==> src/accel_cfg_pkg.sv <==
// package for the acceleration sensor configuration register group
// assumes byte-wide register access from the primary serial interface core
package accel_cfg_pkg;

  localparam logic [6:0] SELF_TEST_CONTROL_ADDR = 7'h6D;
  localparam logic [6:0] NONVOLATILE_CONFIG_ADDR = 7'h70;
  localparam logic [6:0] X_AXIS_OFFSET_ADDR      = 7'h71;
  localparam logic [6:0] Y_AXIS_OFFSET_ADDR      = 7'h72;
  localparam logic [6:0] Z_AXIS_OFFSET_ADDR      = 7'h73;
  localparam logic [6:0] POWER_MODE_CONFIG_ADDR  = 7'h7C;
  localparam logic [6:0] COMMAND_ADDR            = 7'h7E;

  localparam logic [7:0] SELF_TEST_CONTROL_RST = 8'h00;
  localparam logic [7:0] NONVOLATILE_CONFIG_RST = 8'h00;
  localparam logic [7:0] AXIS_OFFSET_RST        = 8'h00;
  localparam logic [7:0] POWER_MODE_CONFIG_RST  = 8'h03;

  localparam logic [7:0] SELF_TEST_CONTROL_MASK = 8'h0D;
  localparam logic [7:0] NONVOLATILE_CONFIG_MASK = 8'h0F;
  localparam logic [7:0] POWER_MODE_CONFIG_MASK = 8'h03;

  localparam int ST_EN_BIT   = 0;
  localparam int ST_SIGN_BIT = 2;
  localparam int ST_AMP_BIT  = 3;
  localparam int SPI_EN_BIT  = 0;
  localparam int WDT_SEL_BIT = 1;
  localparam int WDT_EN_BIT  = 2;
  localparam int OFF_EN_BIT  = 3;
  localparam int APS_BIT     = 0;
  localparam int FSW_BIT     = 1;

  localparam logic [7:0] CMD_NV_PROGRAM = 8'hA0;

  localparam int CLK_HZ          = 50_000_000;
  localparam int WDT_SHORT_US    = 1250;
  localparam int WDT_LONG_US     = 40000;
  localparam int WDT_SHORT_CYC   = CLK_HZ / 1_000_000 * WDT_SHORT_US;
  localparam int WDT_LONG_CYC    = CLK_HZ / 1_000_000 * WDT_LONG_US;

  typedef struct packed {
    logic       wr_en;
    logic       rd_en;
    logic [6:0] addr;
    logic [7:0] wdata;
  } reg_req_s;

  typedef struct packed {
    logic       st_enable;
    logic       st_positive;
    logic       st_high_amp;
    logic       spi_select;
    logic       wdt_enable;
    logic       wdt_long;
    logic       offset_enable;
    logic       adv_power_save;
    logic       fifo_self_wakeup;
  } cfg_s;

endpackage : accel_cfg_pkg

==> src/accel_config_power_regs.sv <==
// configuration and power register group of an acceleration sensor
// assumes reg_req_i comes from the serial interface core on sys_clk_i, one access per pulse;
// pins (serial_data_pin, measurement and interrupt levels from other clocks) are synchronised here
// Contract
// - self-test runs only while self-test enable bit 0 is set; reset 0x00.
// - self-test sign bit 0 negative excitation, 1 positive excitation.
// - self-test amplitude bit 0 low deflection, 1 high deflection.
// - in autoconfig mode bus-select 0 uses I2C, 1 disables I2C and uses SPI.
// - watchdog times out after 1.25 ms with period bit 0, 40 ms with 1.
// - watchdog watches serial data pin only in I2C mode with enable bit set.
// - offset-add enable adds each axis offset to filtered and unfiltered data.
// - three read/write 8-bit axis offset registers, non-volatile backed, reset 0x00.
// - four interface and offset bits held non-volatile backed, reading zero after reset.
// - power save 0 keeps fast clock on; 1 uses slow clock when idle.
// - in power save, FIFO reads refused unless self-wakeup set and interrupt seen.
// - power configuration register resets to 0x03.
// - command 0xA0 copies all non-volatile backed registers to non-volatile memory.
`timescale 1ns/1ps
`default_nettype none
module accel_config_power_regs #(
  parameter int WDT_SHORT_CYCLES = accel_cfg_pkg::WDT_SHORT_CYC,
  parameter int WDT_LONG_CYCLES  = accel_cfg_pkg::WDT_LONG_CYC
) (
  input  wire logic                    sys_clk_i,
  input  wire logic                    resetn_i,
  input  wire accel_cfg_pkg::reg_req_s reg_req_i,
  output logic [7:0]                   reg_rdata_o,
  input  wire logic                    autoconfig_mode_i,
  input  wire logic                    serial_data_pin_i,
  input  wire logic                    measure_busy_i,
  input  wire logic                    fifo_irq_i,
  input  wire logic                    fifo_rd_req_i,
  output logic                         fifo_rd_allow_o,
  output accel_cfg_pkg::cfg_s          cfg_o,
  output logic                         i2c_enable_o,
  output logic                         spi_enable_o,
  output logic                         fast_clk_en_o,
  output logic                         wdt_timeout_o,
  output logic                         nv_store_o,
  output logic [23:0]                  nv_image_o,
  output logic [7:0]                   nv_cfg_image_o,
  output logic [7:0]                   x_offset_o,
  output logic [7:0]                   y_offset_o,
  output logic [7:0]                   z_offset_o
);
  import accel_cfg_pkg::*;

  logic [7:0] self_test_r;
  logic [7:0] nv_cfg_r;
  logic [7:0] pwr_cfg_r;
  logic [7:0] offset_r [3];
  logic [2:0] sda_sync_r;
  logic [1:0] busy_sync_r;
  logic [1:0] irq_sync_r;
  logic       irq_seen_r;
  logic [21:0] wdt_cnt_r;
  logic        wdt_timeout_r;
  logic [7:0]  rdata_nxt;
  logic        wr_cfg;
  // one strobe each for self-test, non-volatile config and power config, plus one for the store command; offsets decode inline
  logic        wr_self_test;
  logic        wr_nv_cfg;
  logic        wr_pwr_cfg;
  logic        nv_prog_cmd;

  assign wr_cfg       = reg_req_i.wr_en;
  assign wr_self_test = wr_cfg && reg_req_i.addr == SELF_TEST_CONTROL_ADDR;
  assign wr_nv_cfg    = wr_cfg && reg_req_i.addr == NONVOLATILE_CONFIG_ADDR;
  assign wr_pwr_cfg   = wr_cfg && reg_req_i.addr == POWER_MODE_CONFIG_ADDR;
  assign nv_prog_cmd  = wr_cfg && reg_req_i.addr == COMMAND_ADDR && reg_req_i.wdata == CMD_NV_PROGRAM;

  // reserved bits masked at write, so reads give zero
  always_ff @(posedge sys_clk_i or negedge resetn_i) begin
    if (!resetn_i) begin
      self_test_r <= SELF_TEST_CONTROL_RST;
    end else if (wr_self_test) begin
      self_test_r <= reg_req_i.wdata & SELF_TEST_CONTROL_MASK;
    end
  end

  always_ff @(posedge sys_clk_i or negedge resetn_i) begin
    if (!resetn_i) begin
      nv_cfg_r <= NONVOLATILE_CONFIG_RST;
    end else if (wr_nv_cfg) begin
      nv_cfg_r <= reg_req_i.wdata & NONVOLATILE_CONFIG_MASK;
    end
  end

  always_ff @(posedge sys_clk_i or negedge resetn_i) begin
    if (!resetn_i) begin
      pwr_cfg_r <= POWER_MODE_CONFIG_RST;
    end else if (wr_pwr_cfg) begin
      pwr_cfg_r <= reg_req_i.wdata & POWER_MODE_CONFIG_MASK;
    end
  end

  genvar g;
  generate
    for (g = 0; g < 3; g++) begin : g_offset
      always_ff @(posedge sys_clk_i or negedge resetn_i) begin
        if (!resetn_i) begin
          offset_r[g] <= AXIS_OFFSET_RST;
        end else if (wr_cfg && reg_req_i.addr == X_AXIS_OFFSET_ADDR + 7'(g)) begin
          offset_r[g] <= reg_req_i.wdata;
        end
      end
    end
  endgenerate

  always_comb begin
    unique case (reg_req_i.addr)
      SELF_TEST_CONTROL_ADDR:  rdata_nxt = self_test_r;
      NONVOLATILE_CONFIG_ADDR: rdata_nxt = nv_cfg_r;
      X_AXIS_OFFSET_ADDR:      rdata_nxt = offset_r[0];
      Y_AXIS_OFFSET_ADDR:      rdata_nxt = offset_r[1];
      Z_AXIS_OFFSET_ADDR:      rdata_nxt = offset_r[2];
      POWER_MODE_CONFIG_ADDR:  rdata_nxt = pwr_cfg_r;
      default:                 rdata_nxt = 8'h00;
    endcase
  end

  always_ff @(posedge sys_clk_i or negedge resetn_i) begin
    if (!resetn_i) begin
      reg_rdata_o <= 8'h00;
    end else if (reg_req_i.rd_en) begin
      reg_rdata_o <= rdata_nxt;
    end
  end

  // one-cycle store pulse with a snapshot of every non-volatile backed byte
  always_ff @(posedge sys_clk_i or negedge resetn_i) begin
    if (!resetn_i) begin
      nv_store_o     <= 1'b0;
      nv_image_o     <= 24'h000000;
      nv_cfg_image_o <= 8'h00;
    end else begin
      nv_store_o <= nv_prog_cmd;
      if (nv_prog_cmd) begin
        nv_image_o     <= {offset_r[2], offset_r[1], offset_r[0]};
        nv_cfg_image_o <= nv_cfg_r;
      end
    end
  end

  always_ff @(posedge sys_clk_i or negedge resetn_i) begin
    if (!resetn_i) begin
      // idle-high start, so no false data edge right after reset
      sda_sync_r  <= 3'h7;
      busy_sync_r <= 2'h0;
      irq_sync_r  <= 2'h0;
    end else begin
      sda_sync_r  <= {sda_sync_r[1:0], serial_data_pin_i};
      busy_sync_r <= {busy_sync_r[0], measure_busy_i};
      irq_sync_r  <= {irq_sync_r[0], fifo_irq_i};
    end
  end

  // watchdog restarts on each serial data edge; idle holds it cleared
  logic        wdt_active;
  logic        sda_edge;
  logic [21:0] wdt_limit;
  assign wdt_active = i2c_enable_o && nv_cfg_r[WDT_EN_BIT];
  assign sda_edge   = sda_sync_r[2] != sda_sync_r[1];
  assign wdt_limit  = nv_cfg_r[WDT_SEL_BIT] ? 22'(WDT_LONG_CYCLES) : 22'(WDT_SHORT_CYCLES);

  // counter saturates one below the limit, so a held timeout never wraps back
  always_ff @(posedge sys_clk_i or negedge resetn_i) begin
    if (!resetn_i) begin
      wdt_cnt_r <= 22'h000000;
    end else if (!wdt_active || sda_edge) begin
      wdt_cnt_r <= 22'h000000;
    end else if (wdt_cnt_r < wdt_limit - 22'h000001) begin
      wdt_cnt_r <= wdt_cnt_r + 22'h000001;
    end
  end

  always_ff @(posedge sys_clk_i or negedge resetn_i) begin
    if (!resetn_i) begin
      wdt_timeout_r <= 1'b0;
    end else if (!wdt_active || sda_edge) begin
      wdt_timeout_r <= 1'b0;
    end else if (wdt_cnt_r >= wdt_limit - 22'h000001) begin
      wdt_timeout_r <= 1'b1;
    end
  end

  // interrupt wakes the fifo path; cleared once the interrupt is gone while power save or self-wakeup is off
  always_ff @(posedge sys_clk_i or negedge resetn_i) begin
    if (!resetn_i) begin
      irq_seen_r <= 1'b0;
    end else if (irq_sync_r[1]) begin
      irq_seen_r <= 1'b1;
    end else if (!pwr_cfg_r[APS_BIT] || !pwr_cfg_r[FSW_BIT]) begin
      irq_seen_r <= 1'b0;
    end
  end

  assign fifo_rd_allow_o = fifo_rd_req_i &&
                           (!pwr_cfg_r[APS_BIT] || (pwr_cfg_r[FSW_BIT] && irq_seen_r));
  assign fast_clk_en_o   = !pwr_cfg_r[APS_BIT] || busy_sync_r[1];
  assign spi_enable_o    = autoconfig_mode_i && nv_cfg_r[SPI_EN_BIT];
  assign i2c_enable_o    = !spi_enable_o;
  assign wdt_timeout_o   = wdt_timeout_r;

  assign cfg_o.st_enable        = self_test_r[ST_EN_BIT];
  assign cfg_o.st_positive      = self_test_r[ST_SIGN_BIT];
  assign cfg_o.st_high_amp      = self_test_r[ST_AMP_BIT];
  assign cfg_o.spi_select       = nv_cfg_r[SPI_EN_BIT];
  assign cfg_o.wdt_enable       = nv_cfg_r[WDT_EN_BIT];
  assign cfg_o.wdt_long         = nv_cfg_r[WDT_SEL_BIT];
  assign cfg_o.offset_enable    = nv_cfg_r[OFF_EN_BIT];
  assign cfg_o.adv_power_save   = pwr_cfg_r[APS_BIT];
  assign cfg_o.fifo_self_wakeup = pwr_cfg_r[FSW_BIT];

  // zero offsets when disabled so the datapath can add unconditionally
  assign x_offset_o = nv_cfg_r[OFF_EN_BIT] ? offset_r[0] : 8'h00;
  assign y_offset_o = nv_cfg_r[OFF_EN_BIT] ? offset_r[1] : 8'h00;
  assign z_offset_o = nv_cfg_r[OFF_EN_BIT] ? offset_r[2] : 8'h00;

endmodule : accel_config_power_regs
`default_nettype wire

==> config.mk <==
export PLATFORM = sky130hd
export DESIGN_NAME = accel_config_power_regs
export DESIGN_NICKNAME = d
export VERILOG_FILES = /design/src/accel_cfg_pkg.sv /design/src/accel_config_power_regs.sv
export SDC_FILE = /design/constraint.sdc
export NUM_CORES = 1
export LEC_CHECK = 0
export BUFFER_PORTS_ARGS = -buffer_cell sky130_fd_sc_hd__buf_2
export CELL_PAD_IN_SITES_DETAIL_PLACEMENT = 0
export CELL_PAD_IN_SITES_GLOBAL_PLACEMENT = 1
export CORE_MARGIN = 2
export CORE_UTILIZATION = 43
export DETAILED_ROUTE_END_ITERATION = 8
export HOLD_SLACK_MARGIN = 0.06
export PLACE_DENSITY = 0.88
export SLEW_MARGIN = 15
export SYNTH_ARGS = -nofsm -noshare
export SYNTH_HDL_FRONTEND = slang
export SYNTH_SLANG_ARGS = --single-unit
==> constraint.sdc <==
create_clock -name sys_clk_i -period 3.35 [get_ports sys_clk_i]
set_clock_uncertainty 0.15 [all_clocks]
set_input_delay 0.1675 -clock sys_clk_i [delete_from_list [all_inputs] [get_ports sys_clk_i]]
set_output_delay 0.1675 -clock sys_clk_i [all_outputs]
set_load 0.05 [all_outputs]
[Word-level counts from Yosys, hierarchy flattened]
Index checks and enable logic that the tools add are counted.
Word-level totals
  bits in registers: 101
  input bits: 24
  output and inout bits: 79
  logic and storage cells: 63
Operators by class
  add/sub/neg operators: 2
  magnitude comparators: 2
  equal/unequal tests: 9
  muxes and demuxes: 11
  reduce and logical (&&, ||, !) cells: 23
Operators with widths (count)
  7-bit equality test, second input constant: 7
  8-bit one-hot mux with 6 select lines: 1
  22-bit 2-to-1 mux: 2
  8-bit 2-to-1 mux: 3
  22-bit by 1-bit adder with 22-bit output, second input constant: 1
  22-bit greater-or-equal comparator: 1
  22-bit < comparator: 1
  21-bit by 1-bit subtractor with 22-bit output, second input constant: 1
  21-bit 2-to-1 mux: 1
  1-bit logical AND: 12
  8-bit equality test, second input constant: 1
  2-bit nonzero test: 3
  1-bit logical NOT: 4
  1-bit logical OR: 4
  1-bit 2-to-1 mux: 4
  1-bit != test: 1

[Depth between registers and ports, before layout]
  word-level depth: 6
  mapped depth: 8
  mapped depth without buffers: 7

[Least setup slack after synthesis]
No wires, ideal clock.
  path type: register -> register
  from: reg nv_cfg_r[1]
  to: reg wdt_cnt_r[20]
  setup time: 0.127 ns
  arrival: 2.746 ns
  required time: 3.073 ns
  slack: 0.327 ns
  cell stages (with the launch flop): 8
  path buffers: 0
  clock period less this slack: 3.023 ns
  cells stage by stage: dfrtp_1 inv_1 ha_1 a21o_1 a211o_1 a2111oi_4 nand3b_1 mux2_1
On the way
  cells in the longest elaborated chain, start to end: 4
RTL lines
  from (decl): RTL line accel_config_power_regs.sv:49  | logic [7:0] nv_cfg_r;
  from (signal assigned): RTL line accel_config_power_regs.sv:85  | nv_cfg_r <= reg_req_i.wdata & NONVOLATILE_CONFIG_MASK;
  21-bit 2-to-1 mux: RTL line accel_config_power_regs.sv:164  | assign wdt_limit = nv_cfg_r[WDT_SEL_BIT] ? 22'(WDT_LONG_CYCLES) : 22'(WDT_SHORT_CYCLES);
  21-bit by 1-bit subtractor with 22-bit output: RTL line accel_config_power_regs.sv:172  | end else if (wdt_cnt_r < wdt_limit - 22'h000001) begin
  22-bit < comparator: RTL line accel_config_power_regs.sv:172
  2-bit nonzero test (no source line)
  to (signal assigned): RTL line accel_config_power_regs.sv:173  | wdt_cnt_r <= wdt_cnt_r + 22'h000001;
  to (decl): RTL line accel_config_power_regs.sv:56  | logic [21:0] wdt_cnt_r;
Every way passes these cells.
A chain may end at the register's enable or synchronous reset.

[Worst setup path after layout]
  from: reg nv_cfg_r[1]
  to: reg wdt_cnt_r[4]
The elaborated chain is that of the path after synthesis.

==> metrics list <==
- Synthesis-stage register bit count: between 100 and 150
* DRC violations left: 0
- Largest fanout on the critical path: 18
- In the synthesized netlist the async set-or-reset flop fraction comes to 100%.
- Beginning of the worst hold path: reg_req_i[14]
- Register-to-register setup slack: 0.32 ns
- Post-layout net count: 562
- Estimated wirelength of the detail-placed design: 8610 µm
- Fraction of layout cells with a size suffix above 1: 38.6%
* Width of the chip: roughly 110 µm
* Placeable Area: 11300 µm²
- Htree depth: 3
* End point of the most critical hold path: nv_store_o
- The area growth from synthesis to layout is 21.4%.
- Slew Limit Headroom: a little over a third
- The first global-routing pass estimated between 15000 and 20000 µm of wire.
- The most used flip-flop cell after synthesis is sky130_fd_sc_hd__dfrtp_1.
- Worst Hold Depth: 3
- RSZ-0062 raised after global routing: false
- Die area: 12400 µm²
- The repair_antennas step left the layout with diodes totalling 0.
- After synthesis, the mean cell area works out to approximately 12 µm².
- In the routed layout, each cell is associated on average with a via count of about 5.5.
- At the end of routability-driven placement, the weighted congestion stood at just over 0.8.
- Hold/Removal Path Class: in2reg
- Cells traversed along the worst timing path: inv_1, ha_1, a21o_1, a211o_1, a211o_1, or4_1, a21oi_1
- Counting the buffers created by CTS gives 9.
- Overall fraction of global-route tracks in use: 19.8%
- The detailed router finished its first iteration with slightly below 200 violations.
- STA puts the critical path data arrival time at about 3.1 ns.
- In the layout the commonest cells are sky130_fd_sc_hd__buf_2, sky130_fd_sc_hd__dfrtp_1, sky130_fd_sc_hd__mux2_2.
- The worst setup path is launched from a flop.
- In this design, the stage delay of the slowest critical-path cell is 0.57 ns.
- The routed design uses 504 µm of met3 wire.
- The share of total power dissipated in sequential elements is roughly 50%.
- Subtracting the final worst setup slack from the clock period gives around 3 ns.
- Of the available clock period, the critical path in the final layout requires about nine tenths.
* Overflow left after global routing: 0
- For this block, the via count after detailed routing is 3728.
- Across the whole layout, storage elements account for roughly 2500 µm².
- Before antenna repair, the detailed router went through 4 iterations.
* FILL cells: 996
* Remaining antenna violation count after routing: 0
- Based on the critical path, the design can be clocked at up to approximately 330 MHz.
- Cell Int Power: between 1500 and 2000 µW
- Synth Cell Area: ~5000 µm²
- I/O pin count: around 100
- Kind of critical path: reg2reg
* Share of the yosys chip area belonging to registers: a little over 50%
- CTS tree: done
* Post-Route WL: ~12000 µm
* Clk slew on worst S/H paths: ~0.07 ns
- Most common cell after layout, fill and taps aside: sky130_fd_sc_hd__buf_2
- Sink count of the clock tree: about 100
- Clk Tree Root Cell: sky130_fd_sc_hd__clkbuf_16
* Worst Tran Pin Value: ~0.97 ns
- Number of global-route vias before repair: 3784
- Top layer reached by signal wires: met4
- After technology mapping, the gate count stands at 414.
- Entering global routing, the biggest net connects 78 pins.
* Count of pins over their slew limit: 0
- Maximum clock path buffer count: 2
- In this run the power density over the cells is 433 nW/µm².
- Run status: finished, final reports clean
* Max-cap violations: 0
- Crit-path most repeated cell: sky130_fd_sc_hd__a211o_1
* Relative contribution of combinational cells to total power: between 10% and 20%
- The worst register-to-register path has a depth of 7.
- Setup violations remaining at the end of the flow were counted as 0.
- The startpoint identified for the worst register-to-register timing path is nv_cfg_r[1].
* Source-to-sink clock delay at the later pin of the worst-skew pair: 0.35 ns
- In this run the static leakage power is roughly 0.0030 µW.
- The final number of hold-violating endpoints came to 0.
- The floorplan has 39 rows.
* WL met2: between 6000 and 7000 µm
- The initial antenna violation count came to 0.
* Slowest cell on crit path: sky130_fd_sc_hd__or4_1
- The worst-case IR drop observed on VDD is ~0.24 mV.
- The floorplan step set the die height to about 110 µm.
- Wire length per cell: between 15 and 20 µm
- Initial standard-cell utilization of the core: a little over two fifths
- Proportion of total power due to net switching: roughly 28%
- In this run, the clock network consumes between 30% and 40% of the power.
- The worst setup path is captured at a flop.
- Counting flops with a built-in enable in the synthesized netlist gives 0.
- Crit path required time: approximately 3.5 ns
- Summing all multi-input logic gate instances after layout gives ~2300 µm².
- In this run the critical register-to-register path is captured at wdt_cnt_r[4].
- Psw: 730 µW
* Sum Neg Setup Slack: 0 ns
- Yosys printed 0 warnings.
- Number of port buffers: 98
- Top delay family on crit path: compound AO/OA/AOI/OAI gates
- Number of different library cells in the post-synthesis netlist: between 50 and 60
- After detailed routing, the wire length on met1 is between 4000 and 5000 µm.
- Final hold analysis gives a worst-case slack of around 0.067 ns.
* Number of buffers and inverters on the critical path: 1
sequential cells by signal, summed over array words and instances, names as in the netlist, 3 cells and up:
register and flops:
wdt_cnt_r 22, offset_r 24, nv_cfg_r 4, nv_image_o 24
self_test_r 3, nv_cfg_image_o 4, sda_sync_r 3, reg_rdata_o 8
per-stage QoR:
stage	area [µm²]	utilization, %	power, µW	worst slack [ns]	cells
after floorplan	4980	-	1490	0.327	417
after detailed placement	5600	49.4	1590	0.358	645
after global routing	6030	53.2	2710	0.133	674
final	6030	53.2	2610	0.321	674
after global placement	5600	49.4	1590	0.498	645
after CTS	6030	53.2	2630	0.347	674
power by group through the flow:
stage | combinational (µW) | sequential (µW) | clock [µW]
floorplan | 133 | 1360 | 0
global placement | 251 | 1330 | 0
detailed placement | 256 | 1340 | 0
CTS | 269 | 1310 | 1050
global route | 287 | 1320 | 1100
finish | 265 | 1310 | 1030
cell families (layout without fill, tap and decap cells):
logic type,Yosys count,count (layout),synth area share (%)
compound gates,55,55,7.94
xor+xnor,1,1,0.176
fa+ha+maj,12,12,3.02
buf+inv,28,142,2.57
flops,101,101,51.0
mux,77,77,18.2
other cells,1,4,0.0755
simple gates,139,139,17.0
cell type report:
cell class	instances	share of cell area (%)
Clock buffer	9	3.74
Clock inverter	7	1.27
Inverter	10	0.623
Multi-Input combinational cell	288	38.4
Sequential cell	101	42.0
Tap cell	143	2.97
Timing Repair Buffer	116	11.0
Yosys cell counts (8+ instances only):
master | count | share of area (%)
sky130_fd_sc_hd__a21oi_1 | 17 | 1.7
sky130_fd_sc_hd__a22oi_1 | 8 | 1.2
sky130_fd_sc_hd__and2_1 | 27 | 3.4
sky130_fd_sc_hd__clkbuf_1 | 8 | 0.60
sky130_fd_sc_hd__dfrtp_1 | 96 | 48
sky130_fd_sc_hd__ha_1 | 12 | 3.0
sky130_fd_sc_hd__inv_1 | 10 | 0.76
sky130_fd_sc_hd__mux2_2 | 63 | 14
sky130_fd_sc_hd__nand2_1 | 22 | 1.7
sky130_fd_sc_hd__nand3_1 | 14 | 1.4
sky130_fd_sc_hd__nand4_1 | 10 | 1.3
sky130_fd_sc_hd__nor2_1 | 17 | 1.3
worst max path at each step:
stage | startpoint | to | slack [ns] | cells after the start
3_3_place_gp | nv_cfg_r[1] | wdt_cnt_r[8] | 0.50 | 7
2_1_floorplan | nv_cfg_r[1] | wdt_cnt_r[20] | 0.33 | 7
6_report | nv_cfg_r[1] | wdt_cnt_r[4] | 0.32 | 7
4_1_cts | nv_cfg_r[1] | wdt_cnt_r[11] | 0.35 | 7
3_5_place_dp | nv_cfg_r[1] | wdt_cnt_r[11] | 0.36 | 7
5_1_grt | nv_cfg_r[1] | wdt_cnt_r[4] | 0.13 | 7
repair_timing:
action / in CTS / in global routing
buffers inserted: 0 / 0
hold endpoints to repair: 113 / 0
resized for setup: 0 / 0
hold buffers: 13 / 0
per-layer routing:
metal	vias up	global-route usage, %
met2	89	36.0
met5	-	0
met3	13	3.43
met1	1879	23.4
met4	0	7.24
li1	1747	-
tightest hold or removal path: stages:
cell                      delay, ns
sky130_fd_sc_hd__buf_2         0.11
sky130_fd_sc_hd__nand3_1       0.16
sky130_fd_sc_hd__nor3_1        0.08
No activity file was read; power rests on OpenSTA's default activity.
